## src/hdl/led_pwm_consts.vh

```
// constants for the led pwm source and engine execution block
`ifndef LED_PWM_CONSTS_VH
`define LED_PWM_CONSTS_VH

// ****************************************************************
// register offsets
// ****************************************************************
`define ADDR_ENABLE        8'h00
`define ADDR_OPERATION_MODE_REGISTER       8'h01
`define ADDR_BLUE_PWM      8'h02
`define ADDR_GREEN_PWM     8'h03
`define ADDR_RED_PWM       8'h04
`define ADDR_BLUE_CUR      8'h05
`define ADDR_GREEN_CUR     8'h06
`define ADDR_WHITE_CUR     8'h07
`define ADDR_CONFIG        8'h08
`define ADDR_PC_ENG1       8'h09
`define ADDR_PC_ENG2       8'h0A
`define ADDR_PC_ENG3       8'h0B
`define ADDR_WHITE_PWM     8'h0E
`define ADDR_RED_CUR       8'h0F
`define ADDR_SOURCE_MAP    8'h70

// ****************************************************************
// field positions
// ****************************************************************
`define EN_LOG_BIT         7
`define EN_CHIP_BIT        6
`define CFG_PWM_HIGH_FREQUENCY_BIT     6
`define CFG_INT_CLK_BIT    0

// ****************************************************************
// field codes
// ****************************************************************
`define EXEC_HOLD          2'h0
`define EXEC_STEP          2'h1
`define EXEC_RUN           2'h2
`define EXEC_SINGLE        2'h3
`define MODE_DISABLED      2'h0
`define MODE_LOAD          2'h1
`define MODE_RUN           2'h2
`define MODE_DIRECT        2'h3
`define SEL_HOST           2'h0

// ****************************************************************
// reset values and last pc slot
// ****************************************************************
`define RST_CURRENT        8'hAF
`define RST_ZERO           8'h00
`define PC_LAST            4'hF

// ****************************************************************
// timing
// ****************************************************************
`define CLK_HZ             125000000
`define PWM_LF_HZ          256
`define PWM_HIGH_FREQUENCY_HZ          558
`define PWM_STEPS          256
`define ENGINE_CLK_HZ      32768
`define PWM_DIV_LF         (`CLK_HZ / (`PWM_LF_HZ * `PWM_STEPS))
`define PWM_DIV_HF         (`CLK_HZ / (`PWM_HIGH_FREQUENCY_HZ * `PWM_STEPS))
`define ENGINE_DIV         (`CLK_HZ / `ENGINE_CLK_HZ)

`endif

```

## src/hdl/led_pwm_engine_ctrl.v

```verilog
// led pwm source selection, pwm timing and engine execution control
`timescale 1ns/1ps
`include "led_pwm_consts.vh"
module led_pwm_engine_ctrl #(
    parameter ENGINES = 3,
    parameter OUTPUTS = 4
) (
    input  wire                 i_clk,
    input  wire                 i_reset_n,
    input  wire                 i_reg_wr,
    input  wire                 i_reg_rd,
    input  wire [7:0]           i_reg_addr,
    input  wire [7:0]           i_reg_wdata,
    output reg  [7:0]           o_reg_rdata,
    input  wire [8*ENGINES-1:0] i_engine_pwm,
    input  wire [ENGINES-1:0]   i_instr_done,
    output reg  [ENGINES-1:0]   o_instr_start,
    output wire [4*ENGINES-1:0] o_engine_pc,
    output wire [OUTPUTS-1:0]   o_led_pwm,
    output wire [8*OUTPUTS-1:0] o_led_current,
    output wire                 o_chip_enable,
    output wire                 o_int_clk_sel
);
    localparam integer DIV_LF_I  = `PWM_DIV_LF;
    localparam integer DIV_HF_I  = `PWM_DIV_HF;
    localparam integer DIV_ENG_I = `ENGINE_DIV;
    localparam [11:0]  DIV_LF    = DIV_LF_I[11:0];
    localparam [11:0]  DIV_HF    = DIV_HF_I[11:0];
    localparam [11:0]  DIV_ENG   = DIV_ENG_I[11:0];

    // ****************************************************************
    // host registers
    // ****************************************************************
    reg  [1:0]           enable_top_r;
    reg  [7:0]           operation_mode_register_r;
    reg  [7:0]           blue_pwm_r;
    reg  [7:0]           green_pwm_r;
    reg  [7:0]           red_pwm_r;
    reg  [7:0]           white_pwm_r;
    reg  [7:0]           blue_cur_r;
    reg  [7:0]           green_cur_r;
    reg  [7:0]           red_cur_r;
    reg  [7:0]           white_cur_r;
    reg  [7:0]           config_r;
    reg  [7:0]           source_map_r;
    wire [2*ENGINES-1:0] exec_field;
    wire                 log_en;
    wire                 pwm_high_frequency;
    wire                 any_load;

    wire wr_en   = i_reg_wr && (i_reg_addr == `ADDR_ENABLE);

    always @(posedge i_clk or negedge i_reset_n) begin
        if (!i_reset_n) begin
            enable_top_r <= 2'h0;
            operation_mode_register_r    <= `RST_ZERO;
            blue_pwm_r   <= `RST_ZERO;
            green_pwm_r  <= `RST_ZERO;
            red_pwm_r    <= `RST_ZERO;
            white_pwm_r  <= `RST_ZERO;
            blue_cur_r   <= `RST_CURRENT;
            green_cur_r  <= `RST_CURRENT;
            red_cur_r    <= `RST_CURRENT;
            white_cur_r  <= `RST_CURRENT;
            config_r     <= `RST_ZERO;
            source_map_r <= `RST_ZERO;
        end else if (i_reg_wr) begin
            case (i_reg_addr)
                `ADDR_ENABLE: begin
                    enable_top_r <= i_reg_wdata[7:6];
                end
                `ADDR_OPERATION_MODE_REGISTER: begin
                    operation_mode_register_r <= {2'h0, i_reg_wdata[5:0]};
                end
                `ADDR_BLUE_PWM: begin
                    blue_pwm_r <= i_reg_wdata;
                end
                `ADDR_GREEN_PWM: begin
                    green_pwm_r <= i_reg_wdata;
                end
                `ADDR_RED_PWM: begin
                    red_pwm_r <= i_reg_wdata;
                end
                `ADDR_WHITE_PWM: begin
                    white_pwm_r <= i_reg_wdata;
                end
                `ADDR_BLUE_CUR: begin
                    blue_cur_r <= i_reg_wdata;
                end
                `ADDR_GREEN_CUR: begin
                    green_cur_r <= i_reg_wdata;
                end
                `ADDR_RED_CUR: begin
                    red_cur_r <= i_reg_wdata;
                end
                `ADDR_WHITE_CUR: begin
                    white_cur_r <= i_reg_wdata;
                end
                `ADDR_CONFIG: begin
                    config_r <= i_reg_wdata;
                end
                `ADDR_SOURCE_MAP: begin
                    source_map_r <= i_reg_wdata;
                end
                default: begin
                end
            endcase
        end
    end

    assign log_en        = enable_top_r[`EN_LOG_BIT - 6];
    assign o_chip_enable = enable_top_r[`EN_CHIP_BIT - 6];
    assign pwm_high_frequency        = config_r[`CFG_PWM_HIGH_FREQUENCY_BIT];
    assign o_int_clk_sel = config_r[`CFG_INT_CLK_BIT];
    assign o_led_current = {white_cur_r, red_cur_r, green_cur_r, blue_cur_r};

    // ****************************************************************
    // timebases
    // ****************************************************************
    reg  [11:0] pwm_div_r;
    reg  [7:0]  pwm_cnt_r;
    reg  [11:0] eng_div_r;
    reg         eng_tick_r;
    wire [11:0] pwm_div_end;

    assign pwm_div_end = pwm_high_frequency ? (DIV_HF - 12'h001) : (DIV_LF - 12'h001);

    always @(posedge i_clk or negedge i_reset_n) begin
        if (!i_reset_n) begin
            pwm_div_r <= 12'h000;
            pwm_cnt_r <= 8'h00;
        end else if (pwm_div_r >= pwm_div_end) begin
            // >= so a rate switch mid-period cannot overrun the divider
            pwm_div_r <= 12'h000;
            pwm_cnt_r <= pwm_cnt_r + 8'h01;
        end else begin
            pwm_div_r <= pwm_div_r + 12'h001;
        end
    end

    always @(posedge i_clk or negedge i_reset_n) begin
        if (!i_reset_n) begin
            eng_div_r  <= 12'h000;
            eng_tick_r <= 1'b0;
        end else if (eng_div_r == DIV_ENG - 12'h001) begin
            eng_div_r  <= 12'h000;
            eng_tick_r <= 1'b1;
        end else begin
            eng_div_r  <= eng_div_r + 12'h001;
            eng_tick_r <= 1'b0;
        end
    end

    // ****************************************************************
    // engine execution control
    // ****************************************************************
    wire [7:0] direct_src [0:ENGINES-1];
    wire [7:0] engine_out [0:ENGINES-1];
    wire [3:0] pc_word    [0:ENGINES-1];
    wire [ENGINES-1:0] load_vec;

    assign direct_src[0] = blue_pwm_r;
    assign direct_src[1] = green_pwm_r;
    assign direct_src[2] = red_pwm_r;
    assign any_load = |load_vec;

    genvar e;
    generate
        for (e = 0; e < ENGINES; e = e + 1) begin : g_engine
            localparam LO = 2 * (ENGINES - 1 - e);
            reg  [1:0] exec_r;
            reg  [3:0] pc_r;
            reg        busy_r;
            reg  [7:0] frozen_r;
            wire [1:0] mode = operation_mode_register_r[LO+1:LO];
            localparam integer PC_ADDR = `ADDR_PC_ENG1 + e;
            wire       pc_wr = i_reg_wr && (i_reg_addr == PC_ADDR[7:0]) &&
                               (exec_r == `EXEC_HOLD);
            wire       pc_clr = (mode != `MODE_RUN);
            wire       can_go = (mode == `MODE_RUN) && !any_load &&
                                o_chip_enable;
            wire       start = eng_tick_r && !busy_r && can_go &&
                               (exec_r != `EXEC_HOLD);
            wire       done = busy_r && i_instr_done[e];

            assign load_vec[e] = (mode == `MODE_LOAD);
            assign exec_field[LO+1:LO] = exec_r;
            assign pc_word[e] = pc_r;
            assign o_engine_pc[4*e+3:4*e] = pc_r;

            always @(posedge i_clk or negedge i_reset_n) begin
                if (!i_reset_n) begin
                    exec_r        <= `EXEC_HOLD;
                    pc_r          <= 4'h0;
                    busy_r        <= 1'b0;
                    o_instr_start[e] <= 1'b0;
                end else begin
                    o_instr_start[e] <= start;
                    if (start) begin
                        busy_r <= 1'b1;
                    end else if (done || mode != `MODE_RUN) begin
                        busy_r <= 1'b0;
                    end
                    // host write taken last so a new field is never lost
                    if (done && (exec_r == `EXEC_STEP ||
                                 exec_r == `EXEC_SINGLE)) begin
                        exec_r <= `EXEC_HOLD;
                    end
                    if (wr_en) begin
                        exec_r <= i_reg_wdata[LO+1:LO];
                    end
                    if (pc_clr) begin
                        pc_r <= 4'h0;
                    end else if (pc_wr) begin
                        pc_r <= i_reg_wdata[3:0];
                    end else if (done && exec_r != `EXEC_SINGLE) begin
                        // wraps from the last slot back to slot zero
                        pc_r <= (pc_r == `PC_LAST) ? 4'h0 :
                                pc_r + 4'h1;
                    end
                end
            end

            // engine values freeze while any engine is loading
            always @(posedge i_clk or negedge i_reset_n) begin
                if (!i_reset_n) begin
                    frozen_r <= 8'h00;
                end else if (!any_load) begin
                    frozen_r <= i_engine_pwm[8*e+7:8*e];
                end
            end

            assign engine_out[e] =
                (mode == `MODE_DIRECT)   ? direct_src[e] :
                (mode == `MODE_DISABLED) ? 8'h00 :
                frozen_r;
        end
    endgenerate

    // ****************************************************************
    // output source selection and waveform
    // ****************************************************************
    wire [7:0] host_pwm [0:OUTPUTS-1];

    assign host_pwm[0] = blue_pwm_r;
    assign host_pwm[1] = green_pwm_r;
    assign host_pwm[2] = red_pwm_r;
    assign host_pwm[3] = white_pwm_r;

    genvar c;
    generate
        for (c = 0; c < OUTPUTS; c = c + 1) begin : g_output
            wire [1:0] sel = source_map_r[2*c+1:2*c];
            reg  [7:0] duty;
            wire       wave;

            // no staging register: a host write reaches the compare at once
            always @* begin
                case (sel)
                    2'h1: duty = engine_out[0];
                    2'h2: duty = engine_out[1];
                    2'h3: duty = engine_out[2];
                    default: duty = host_pwm[c];
                endcase
            end

            pwm_compare u_compare (
                .i_clk     (i_clk),
                .i_reset_n (i_reset_n),
                .i_duty    (duty),
                .i_log_en  (log_en),
                .i_count   (pwm_cnt_r),
                .o_pwm     (wave)
            );

            assign o_led_pwm[c] = wave && o_chip_enable;
        end
    endgenerate

    // ****************************************************************
    // read path
    // ****************************************************************
    always @(posedge i_clk or negedge i_reset_n) begin
        if (!i_reset_n) begin
            o_reg_rdata <= 8'h00;
        end else if (i_reg_rd) begin
            case (i_reg_addr)
                `ADDR_ENABLE:     o_reg_rdata <= {enable_top_r, exec_field};
                `ADDR_OPERATION_MODE_REGISTER:    o_reg_rdata <= operation_mode_register_r;
                `ADDR_BLUE_PWM:   o_reg_rdata <= blue_pwm_r;
                `ADDR_GREEN_PWM:  o_reg_rdata <= green_pwm_r;
                `ADDR_RED_PWM:    o_reg_rdata <= red_pwm_r;
                `ADDR_WHITE_PWM:  o_reg_rdata <= white_pwm_r;
                `ADDR_BLUE_CUR:   o_reg_rdata <= blue_cur_r;
                `ADDR_GREEN_CUR:  o_reg_rdata <= green_cur_r;
                `ADDR_RED_CUR:    o_reg_rdata <= red_cur_r;
                `ADDR_WHITE_CUR:  o_reg_rdata <= white_cur_r;
                `ADDR_CONFIG:     o_reg_rdata <= config_r;
                `ADDR_SOURCE_MAP: o_reg_rdata <= source_map_r;
                // pc reads back only while the engine is held
                `ADDR_PC_ENG1: begin
                    if (exec_field[5:4] == `EXEC_HOLD) begin
                        o_reg_rdata <= {4'h0, pc_word[0]};
                    end else begin
                        o_reg_rdata <= 8'h00;
                    end
                end
                `ADDR_PC_ENG2: begin
                    if (exec_field[3:2] == `EXEC_HOLD) begin
                        o_reg_rdata <= {4'h0, pc_word[1]};
                    end else begin
                        o_reg_rdata <= 8'h00;
                    end
                end
                `ADDR_PC_ENG3: begin
                    if (exec_field[1:0] == `EXEC_HOLD) begin
                        o_reg_rdata <= {4'h0, pc_word[2]};
                    end else begin
                        o_reg_rdata <= 8'h00;
                    end
                end
                default:          o_reg_rdata <= 8'h00;
            endcase
        end
    end
endmodule // led_pwm_engine_ctrl

```

## src/hdl/pwm_compare.v

```verilog
// duty scaling and waveform compare for one led output
`timescale 1ns/1ps
module pwm_compare (
    input  wire       i_clk,
    input  wire       i_reset_n,
    input  wire [7:0] i_duty,
    input  wire       i_log_en,
    input  wire [7:0] i_count,
    output reg        o_pwm
);
    wire [15:0] square;
    wire [7:0]  scaled;

    // ****************************************************************
    // scaling
    // ****************************************************************
    // square law stands in for the eye-linear curve; cheap, monotonic
    assign square = i_duty * i_duty;
    assign scaled = i_log_en ? square[15:8] : i_duty;

    // ****************************************************************
    // compare
    // ****************************************************************
    always @(posedge i_clk or negedge i_reset_n) begin
        if (!i_reset_n) begin
            o_pwm <= 1'b0;
        end else begin
            // full code forced high so 0xFF is a true 100 percent
            o_pwm <= (i_duty == 8'hFF) || (i_count < scaled);
        end
    end
endmodule // pwm_compare

```

## config.mk

```make
export PLATFORM = sky130hd
export DESIGN_NAME = led_pwm_engine_ctrl
export DESIGN_NICKNAME = d
export VERILOG_FILES = /design/src/hdl/led_pwm_engine_ctrl.v /design/src/hdl/pwm_compare.v
export VERILOG_INCLUDE_DIRS = /design/src /design/src/hdl
export SDC_FILE = /design/constraint.sdc
export NUM_CORES = 1
export LEC_CHECK = 0
export BUFFER_PORTS_ARGS = -buffer_cell sky130_fd_sc_hd__buf_2
export CORE_ASPECT_RATIO = 1.25
export CORE_MARGIN = 2
export CORE_UTILIZATION = 35
export CTS_CLUSTER_DIAMETER = 100
export DETAILED_ROUTE_END_ITERATION = 7
export PLACE_DENSITY = 0.52
export SYNTH_ARGS = -nofsm -noshare
export SYNTH_HDL_FRONTEND = slang
export SYNTH_SLANG_ARGS = --single-unit
```

## constraint.sdc

```tcl
create_clock -name i_clk -period 11.2 [get_ports i_clk]
set_clock_uncertainty 0.2 [all_clocks]
set_input_delay 2.24 -clock i_clk [delete_from_list [all_inputs] [get_ports i_clk]]
set_output_delay 2.24 -clock i_clk [all_outputs]
set_load 0.01 [all_outputs]
```

==> flow_summary.yaml <==
global_routing:
  grt_pass1_vias: 13900
  grt_pass1_wl_um: 80300
  grt_max_degree: 115
  grt_remaining_overflow: 0
  grt_usage_pct: 21.4
  antenna_found_initial: 0
layout:
  n_antenna_cell: 0
  fin_util_pct: 39.6
  fillers: 4677
  design_area_um2: 18400
  stdcell_count: 2507
  drive_above_1_share_pct: 19.1
  fin_nets: 2154
  area_growth_pct: 11.3
synthesis:
  synth_edf_count: 0
  synth_ff_type: "dfrtp_1"
  synth_top_area_share_pct: 23.8
  syn-mean-instance-area_um2: 9.27
  synth_seq_area_share_pct: 27.6
  synth-seq-cells: 181
  yosysWarnings: 0
  synth_cells: 1779
  netlist-cell-type-count: 83
  synthTopCellsByArea: "dfrtp_1 (24%), fa_1 (12%), ha_1 (11%)"
  syn-num-nets: 2069
  netlist_area_um2: 16500
  yosys.area.top_type: "dfrtp_1"
  postSynth.asyncResetShare_pct: 100
pwr:
  power.density_cell_area_nw_per_um2: 94.6
  p_leak_nw: 8.88
  vdd_ir_drop_max_v: 0.0000898
setup_path:
  path_class: "reg2reg"
  crit_fanout: 16
  required_ns: 11.38
  arrival_ns: 8.46
  r2r_slack_ns: 2.92
  cp-end-kind: "flop"
  cp-start-kind: "flop"
placement:
  gp_congestion: 0.882
  placedCellCount: 2475
  io_buffers: 107
  dp_hpwl_um: 38700
  place_area_um2: 17700
clock_tree:
  post_cts_buffers: 0
  clk_pin_slew_ns: 0.08
  clk-insertion-delay-late_ns: 0.46
  cts_buffer_depth: 2
  cts_tree: "yes"
  cts-root-buf: "clkbuf_16"
  htreeDepth: 4
  ctsHoldBuffers: 0
  cts_resized: 0
  numCtsBuffers: 17
  cts_num_sinks: 181
timing:
  min_period_ns: 8.28
  max_slew.worst_pin.slew_ns: 1.25
  fin_crit_sh_pct: 73.9
  setup_tns_ns: 0
  rsz0062_at_grt: "false"
  finalMaxSlewViolations: 0
  setup_viol: 0
  maxSlewHeadroom_pct: 15.9
  holdWs_ns: 0.308
  finalHoldViolCount: 0
  fmax_mhz: 121
floorplan:
  start_util_pct: 35.6
  die-area_um2: 48900
  die_w_um: 198
  core_region_area_um2: 46400
  dieHeight_um: 247
  rows: 88
  pin_count: 108
outcome:
  status: "completed"
drt:
  wl_per_cell_um: 20.0
  drc_errors: 0
  vias_per_cell: 5.38
  ant_nets: 0
  drtPass1Iterations: 6
  drt_iter0_markers: 852
  wl_um: 50200
  dr_total_vias: 13500
hold_path:
  hp-class: "reg2reg"
job:
  drv_cap: 0
through the flow:
step / worst slack [ns] / power (mW)
3_5_place_dp: 2.97 / 1.13
2_1_floorplan: 4.02 / 0.982
6_report: 2.92 / 1.74
5_1_grt: 2.31 / 1.83
3_3_place_gp: 3.09 / 1.12
4_1_cts: 2.96 / 1.76
synthesized netlist by cell type (all sizes together), types with 41 or more instances:
cell type  number
a22oi          41
ha            147
fa             96
nand2         124
xnor2          45
o21ai          82
inv           214
clkbuf         52
nor2          205
a21oi          73
dfrtp         157
nand3          41
mux2          129
logic make-up after synthesis:
kind of cell,share of synthesized area (%)
xor gates and xnor gates,3.56
and+or+nand+nor,13.9
DFF,27.6
adders and majority gates,22.8
buffers and inverters,6.47
muxes,11.3
AOI/OAI and AO/OA,14.4
final timing paths:
path                                                         end  cells past startpoint                                      from
max                        g_output[0].u_compare.o_pwm$_DFF_PN0_                     25  operation_mode_register_r[3]$_DFFE_PN0P_
min                                   o_instr_start[2]$_DFF_PN0_                      1            g_engine[2].busy_r$_DFFE_PN0P_
max reg2reg                g_output[0].u_compare.o_pwm$_DFF_PN0_                     25  operation_mode_register_r[3]$_DFFE_PN0P_
min reg2reg                           o_instr_start[2]$_DFF_PN0_                      1            g_engine[2].busy_r$_DFFE_PN0P_
max in group asynchronous    g_engine[2].frozen_r[3]$_DFFE_PN0N_                      2                                 i_reset_n
min in group asynchronous             o_reg_rdata[7]$_DFFE_PN0P_                      1                                 i_reset_n
metal layers:
metal  vias up  wire length [um]  global-route usage (%)
met5         -                 0                       0
met4         0              1930                    9.11
met3        91              1900                    2.33
met2       379             25200                    37.7
met1      6674             21100                    26.6
li1       6336                 -                       -
worst max-delay path: stages, from the launching register on:
cell and delay, ns:
dfrtp_1 0.74, nor2b_2 0.70, a22oi_1 0.32, o21ai_0 0.24
a21oi_1 0.30, nor2_1 0.40, inv_1 0.12, fa_1 0.56
inv_1 0.06, fa_1 0.49, inv_1 0.05, fa_1 0.50
fa_1 0.55, inv_1 0.04, ha_1 0.36, o21a_1 0.17
o211ai_1 0.12, a2111o_1 0.46, a21oi_2 0.23, xor2_1 0.18
a21oi_1 0.09, ha_1 0.34, a211o_1 0.27, a2111oi_0 0.41
a211oi_1 0.13, o21ai_0 0.16
flip-flops by register name (all words and copies together) (netlist names):
| name | cells |
|---|---|
| g_engine.pc_r | 12 |
| white_pwm_r | 8 |
| eng_tick_r | 1 |
| green_pwm_r | 8 |
| blue_pwm_r | 8 |
| g_engine.exec_r | 6 |
| red_cur_r | 8 |
| g_output.u_compare.o_pwm | 4 |
| o_instr_start | 3 |
| source_map_r | 8 |
| g_engine.frozen_r | 24 |
| pwm_cnt_r | 8 |
| white_cur_r | 8 |
| eng_div_r | 12 |
| config_r | 8 |
| operation_mode_register_r | 6 |
| enable_top_r | 2 |
| green_cur_r | 8 |
| g_engine.busy_r | 3 |
| o_reg_rdata | 8 |
| pwm_div_r | 12 |
| red_pwm_r | 8 |
| blue_cur_r | 8 |
power breakdown:
group | internal [mW] | leakage (nW) | switching, mW
combinational | 0.148 | 6.26 | 0.220
clock | 0.303 | 0.288 | 0.323
sequential | 0.691 | 2.33 | 0.0521
cell usage in the layout (no fill, tap or decap), drive strengths merged, types with 73 or more instances in the layout:
| master | synthesis | final |
|---|---|---|
| inv | 214 | 220 |
| dfrtp | 157 | 157 |
| o21ai | 82 | 82 |
| nand2 | 124 | 124 |
| buf | 12 | 129 |
| mux2 | 129 | 129 |
| nor2 | 205 | 205 |
| a21oi | 73 | 73 |
| fa | 96 | 96 |
| ha | 147 | 147 |
layout make-up:
| type | count | area [um2] | area share [%] |
|---|---|---|---|
| clock buffer | 17 | 425 | 2.32 |
| clock inverter | 15 | 186 | 1.02 |
| inverter | 214 | 803 | 4.38 |
| multi-input combinational | 1320 | 10900 | 59.2 |
| sequential | 181 | 4560 | 24.8 |
| tap | 630 | 788 | 4.30 |
| timing repair buffer | 130 | 717 | 3.91 |
Note: power is estimated with default switching activity, not from simulation.
